File: src/inc/spw_pkg.sv
// spw_pkg: constants for the sine pwm carrier generator and output stage
// assumes a 100 MHz system clock; counting runs at half the oscillator rate
package spw_pkg;
  localparam int unsigned CLK_MHZ = 100;
  // oscillator and counting clock, in kHz
  localparam int unsigned OSC_KHZ = 25000;
  localparam int unsigned CNT_KHZ = OSC_KHZ / 2;
  // strobe divider from the 100 MHz system clock down to the count rate
  localparam int unsigned DIV_RATIO = (CLK_MHZ * 1000) / CNT_KHZ;
  localparam logic [3:0] DIV_LAST = 4'(DIV_RATIO - 1);
  // carrier period counters
  localparam logic [7:0] PERIOD_LAST = 8'hf9;
  // ramp-slope counter: carrier periods per duty ramp, minus one
  localparam logic [15:0] RAMP_LAST = 16'h0018;
  // phase offset starts at zero, moves ten counts per ramp step
  localparam logic [7:0] PHASE_INIT = 8'h00;
  localparam logic [7:0] PHASE_STEP = 8'h0a;
  // ramp steps per half triangle of the duty sweep
  localparam logic [4:0] STEPS_LAST = 5'h18;
  typedef enum logic {SPW_RISE, SPW_FALL} spw_dir_t;
endpackage

File: src/verilog/spw_out_stage.sv
// spw_out_stage: modulated output and its complement toward the bridge leg
// assumes the comparator result arrives synchronous to clk_i
`timescale 1ns/1ns
`default_nettype none
module spw_out_stage (
  input wire logic clk_i,      // system clock
  input wire logic resetn_i,   // async reset, active low
  input wire logic ce_i,       // clock enable
  input wire logic cmp_i,      // comparator result
  output logic pwm_hi_o,       // modulated gate drive
  output logic pwm_lo_o        // complementary gate drive
);
  logic out_reg;
  wire logic complement_lookup;
  assign complement_lookup = ~out_reg;
  always_ff @(posedge clk_i or negedge resetn_i) begin
    if (!resetn_i) begin
      out_reg <= 1'b0;
    end else if (ce_i) begin
      out_reg <= cmp_i;
    end
  end
  assign pwm_hi_o = out_reg;
  assign pwm_lo_o = complement_lookup;
endmodule // spw_out_stage
`default_nettype wire

File: src/verilog/spw_core.sv
// spw_core: triangle-duty carrier pulse train, sine comparator, gate drive
// assumes sine_above_i is a synchronous digital comparator result
`timescale 1ns/1ns
`default_nettype none
// Summary of operation
// - counters tick at 12.5 MHz rate
// - period counters run 250 cycles, 50 kHz
// - pulse width follows counter phase offset
// - ramp counter terminal 24, 500 us ramp
// - full duty sweep takes 1 ms
// - other output rates via counter values
// - output is plain compare, no hysteresis
// - complement made by single-input inverter
// - gate signals on two separate pins
// - output high while sine above carrier
module spw_core
  import spw_pkg::*;
(
  input wire logic clk_i,         // system clock, 100 MHz
  input wire logic resetn_i,      // async reset, active low
  input wire logic ce_i,          // clock enable, freezes all state
  input wire logic sine_above_i,  // comparator: sine above carrier
  output logic carrier_pwm_o,     // pulse train to external rc filter
  output logic pwm_hi_o,          // modulated gate drive
  output logic pwm_lo_o,          // complementary gate drive
  output logic sweep_dir_o        // high while duty falls
);
  logic [3:0] div_reg;
  logic [7:0] carrier_period_counter_a;
  logic [7:0] carrier_period_counter_b;
  logic [15:0] ramp_slope_counter;
  logic [7:0] phase_reg;
  logic pwm_reg;
  spw_dir_t dir_reg;

  // one strobe per counting clock period keeps a single clock domain
  wire logic tick = ce_i && (div_reg == DIV_LAST);
  wire logic a_wrap = carrier_period_counter_a == PERIOD_LAST;
  wire logic b_wrap = carrier_period_counter_b == PERIOD_LAST;
  // the ramp length times the carrier period sets the triangle period; another output
  // rate needs a different RAMP_LAST with RAMP_LAST * PHASE_STEP kept below PERIOD_LAST
  wire logic ramp_end = a_wrap && (ramp_slope_counter == RAMP_LAST);
  wire logic period_end = tick && a_wrap;
  wire logic ramp_flip = period_end && ramp_end;
  wire logic [7:0] phase_up = phase_reg + PHASE_STEP;
  wire logic [7:0] phase_down = phase_reg - PHASE_STEP;
  wire logic [7:0] phase_slope = (dir_reg == SPW_RISE) ? phase_up : phase_down;
  // held on the turn so the peak never passes 24 steps and b_start
  // cannot wrap below zero
  wire logic [7:0] phase_next = ramp_end ? phase_reg : phase_slope;
  // b trails a by phase_reg + 1 counts; the pulse spans that gap
  wire logic [7:0] b_start = PERIOD_LAST - phase_reg;
  wire logic pwm_next = a_wrap ? 1'b1 : (b_wrap ? 1'b0 : pwm_reg);

  always_ff @(posedge clk_i or negedge resetn_i) begin
    if (!resetn_i) begin
      div_reg <= 4'h0;
    end else if (ce_i) begin
      div_reg <= (div_reg == DIV_LAST) ? 4'h0 : div_reg + 4'h1;
    end
  end

  always_ff @(posedge clk_i or negedge resetn_i) begin
    if (!resetn_i) begin
      carrier_period_counter_a <= 8'h00;
      carrier_period_counter_b <= 8'h00;
    end else if (tick) begin
      carrier_period_counter_a <= a_wrap ? 8'h00 :
        carrier_period_counter_a + 8'h01;
      // b reloads from b_start at each wrap of a so the offset tracks phase_reg
      carrier_period_counter_b <= a_wrap ? b_start :
        (b_wrap ? 8'h00 : carrier_period_counter_b + 8'h01);
    end
  end

  always_ff @(posedge clk_i or negedge resetn_i) begin
    if (!resetn_i) begin
      ramp_slope_counter <= 16'h0000;
    end else if (tick && a_wrap) begin
      ramp_slope_counter <= (ramp_slope_counter == RAMP_LAST) ? 16'h0000 :
        ramp_slope_counter + 16'h0001;
    end
  end

  // one ramp rises and the next falls: 25 + 25 carrier periods make the
  // whole sweep 1 ms; the phase moves once per carrier period except on the turn
  always_ff @(posedge clk_i or negedge resetn_i) begin
    if (!resetn_i) begin
      phase_reg <= PHASE_INIT;
      dir_reg <= SPW_RISE;
    end else if (period_end) begin
      phase_reg <= phase_next;
      if (ramp_end) begin
        case (dir_reg)
          SPW_RISE: dir_reg <= SPW_FALL;
          SPW_FALL: dir_reg <= SPW_RISE;
          default: dir_reg <= SPW_RISE;
        endcase
      end
    end
  end

  always_ff @(posedge clk_i or negedge resetn_i) begin
    if (!resetn_i) begin
      pwm_reg <= 1'b0;
    end else if (tick) begin
      pwm_reg <= pwm_next;
    end
  end

  assign carrier_pwm_o = pwm_reg;
  assign sweep_dir_o = (dir_reg == SPW_FALL);

  // direct compare result, no filtering or hysteresis added here
  spw_out_stage u_out (
    .clk_i(clk_i),
    .resetn_i(resetn_i),
    .ce_i(ce_i),
    .cmp_i(sine_above_i),
    .pwm_hi_o(pwm_hi_o),
    .pwm_lo_o(pwm_lo_o)
  );
endmodule // spw_core
`default_nettype wire

File: config.mk
export PLATFORM = sky130hd
export DESIGN_NAME = spw_core
export DESIGN_NICKNAME = d
export VERILOG_FILES = /design/src/inc/spw_pkg.sv /design/src/verilog/spw_out_stage.sv /design/src/verilog/spw_core.sv
export SDC_FILE = /design/constraint.sdc
export NUM_CORES = 1
export LEC_CHECK = 0
export BUFFER_PORTS_ARGS = -buffer_cell sky130_fd_sc_hd__buf_4
export CAP_MARGIN = 20
export CORE_MARGIN = 8
export CORE_UTILIZATION = 62
export DETAILED_ROUTE_END_ITERATION = 12
export PLACE_DENSITY = 0.79
export SKIP_LAST_GASP = 1
export SYNTH_ARGS = -nofsm -noshare
export SYNTH_HDL_FRONTEND = slang
export SYNTH_SLANG_ARGS = --single-unit
File: constraint.sdc
create_clock -name clk_i -period 2.3 [get_ports clk_i]
set_input_delay 0.345 -clock clk_i [delete_from_list [all_inputs] [get_ports clk_i]]
set_output_delay 0.345 -clock clk_i [all_outputs]
set_load 0.005 [all_outputs]
==> metrics <==
status=completed; Cells after DPL=349; Most flops, register=ramp_slope_counter; CTS tree=yes; Final period util=0.913; total power=1.78 mW; postcts setup bufs=0; end point of the critical path=phase_reg[7]; vias per cell=6.03; main combinational cell family by area after synthesis=simple AND/OR/NAND/NOR gates; Initial DRT Pass Iterations=5; number of inserted diodes=0; first-pass GRT wire length=9590 um; share of cells above drive strength 1=0.108; Final Hold Vio Count=0; leakage=1.25 nW; Synth Area in Compound Gates=0.158; f_max=0.476 GHz; WS Path Type=flop to flop; Starting Density=0.634; CTS root buf=clkbuf_8; Mean Syn Cell Area=9.20 um^2; Largest regs=ramp_slope_counter: 16 flops, carrier_period_counter_a: 8 flops, carrier_period_counter_b: 8 flops; clk sinks=46; Final Hold Slack=0.0215 ns; Die Ht=82.0 um; most common cell after layout, fill and taps aside=dfrtp_1; initial DRC count=138; Non-Filler Instances=357; Post-Place Cell Area=0.00282 mm^2; final setup vio count=0; Final #Nets=322; Post-CTS Resized=0; Total GRT Usage=0.183; largest net degree at the start of global routing=47; pwr/cell area=610 mW/mm^2; Skew-Pair Late Insertion Delay=0.31 ns; r2r setup slk=0.20 ns; WL per Instance=15.4 um; # DRC=0; CP arrival=2.34 ns; Synth async-reset ratio=1.00; crit-path cells=inv_1 > ha_1 > nor2b_1 > o31a_1 > o22ai_1 > mux2i_1 > xnor2_1; Post-Synthesis Cells=294; post-route ant nets=0; gpl congestion=0.844; Seq cells post-synth=46; DIE AREA=0.00673 mm^2; Worst Setup SP=sweep_dir_o; RR Startpoint=sweep_dir_o; Post-Synth Simple-Gate Area=0.238; H-tree depth=2; MaxCap Viol Count=0; mux cell area share after synthesis=0.0120; r2r endpoint=phase_reg[7]; RSZ-0062 raised after global routing=no; synth warn=0; Tightest Pin Transition=0.564 ns; post-route cell area=0.00291 mm^2; Die W=82.0 um; Post-Syn Nets=312; Placeable Area=0.00426 mm^2; vias in the first global route=2,050; grt total ovfl=0; TNS Setup=0 ns; crit-path max FO=8; top cells by area, synth=dfrtp_1 (43%), ha_1 (6.0%), o21ai_0 (5.7%); largest vdd supply drop=0.626 mV; initial antenna violation count=0; Longest Clk Path Bufs=2; Final Max Slew Viols=0; hold_buf cts=0; Final min period=2.10 ns; Synth top area share=0.426; vias post-DR=2,153; Startpoint Class=flop; endpoint class of the critical path=flop; post-synthesis cell area=0.00270 mm^2; CTS buffer count=5; worst hold path type=input port to asynchronous set/reset pin; CP required=2.54 ns; R2R depth=7; post-synthesis adder-cell area fraction=0.0676; CP max stage cell=dfrtp_1; most frequent cells in the layout=dfrtp_1 (46), nand2_1 (35), o21ai_0 (31), nand3_1 (15), buf_4 (14); slowest stage delay, CP=0.52 ns; Main synth FF type=dfrtp_1; IO Count=8; cell taking the most area after synthesis=dfrtp_1; Synth Area in XOR/XNOR=0.0615; P&R area growth vs syn=7.77%; port buffer count=7; HPWL after DPL=3900 um; skew final=0.00847 ns; Post-synth EDFFs=0; Distinct cells, synth=53; # fillers=338; Slew HR=0.624; row count=24; Clk pin slew, worst setup/hold paths=0.08 ns; register area share after synthesis=0.426; final wirelength=5500 um; Largest register FFs=16
[worst min-delay path by stage]
stage                                              to  depth (start not counted)     start
after floorplan           carrier_period_counter_a[0]                          0  resetn_i
after global placement                     div_reg[0]                          1  resetn_i
after detailed placement                   div_reg[0]                          1  resetn_i
after CTS                                  div_reg[0]                          1  resetn_i
after global routing                     phase_reg[7]                          1  resetn_i
final                                    phase_reg[4]                          1  resetn_i
[cells in the mapped netlist (2+ instances only)]
library cell,number
mux2_2,2
inv_1,13
nor2_2,2
nor4b_1,3
buf_2,5
o211ai_1,2
nand2_1,35
nand3_1,15
clkbuf_1,5
o21ai_1,2
nor3_1,7
nand3b_1,2
a21oi_1,12
o31ai_1,4
o21ai_0,31
nand2b_1,2
a31oi_1,3
nand4_1,10
nor2b_1,3
dfrtp_1,46
o21a_1,4
xor2_1,8
ha_1,13
and3_1,4
nor4_1,5
o22ai_1,3
a21o_1,3
or3_1,7
nor2_1,9
xnor2_1,11
[power breakdown]
group / switching, mW / internal (mW) / leakage (nW) / total, mW
logic: 0.132 / 0.138 / 0.597 / 0.270
clock network: 0.273 / 0.243 / 0.0482 / 0.516
registers: 0.101 / 0.892 / 0.600 / 0.993
total: 0.506 / 1.27 / 1.25 / 1.78
[metal layers]
layer / vias to the layer above / GRT usage / share of wire
met3: 8 / 0.0470 / 0.041
met2: 39 / 0.290 / 0.48
met1: 1028 / 0.234 / 0.47
met5: - / 0 / 0
li1: 1078 / - / -
met4: 0 / 0.0737 / 0.016
[layout make-up]
cell class / instances / area (um^2) / share of cell area
repair buffers: 14 / 105 / 0.0361
inverters: 13 / 48.8 / 0.0167
clock inverters: 1 / 5.00 / 0.00172
clock buffers: 7 / 86.3 / 0.0296
well taps: 52 / 65.1 / 0.0223
multi-input cells: 224 / 1450 / 0.498
flip-flops and latches: 46 / 1150 / 0.395
[cell families (layout without fill, tap and decap cells)]
family	count (synthesis)	count (layout)
muxes	3	3
AOI/OAI and AO/OA	72	72
DFF	46	46
xor gates and xnor gates	19	19
adders and majority gates	14	14
and+or+nand+nor	116	116
buffers and inverters	24	35
[metrics by stage]
step                utilization  setup WS, ns
global route              0.683        0.0859
CTS                       0.683         0.223
finish                    0.683         0.200
detailed placement        0.662         0.233
global placement          0.662         0.350
floorplan                     -         0.408
[critical path, delay by kind of cell, from the launching register on]
| family | cells | cell delay [ns] |
|---|---|---|
| AO/OA/AOI/OAI | 2 | 0.43 |
| XOR/XNOR | 1 | 0.14 |
| adder cells (fa/ha/maj) | 1 | 0.36 |
| buffers and inverters | 1 | 0.15 |
| flip-flops | 1 | 0.52 |
| multiplexers | 1 | 0.27 |
| AND/OR/NAND/NOR | 1 | 0.16 |
No activity file was read; power rests on OpenSTA's default activity.
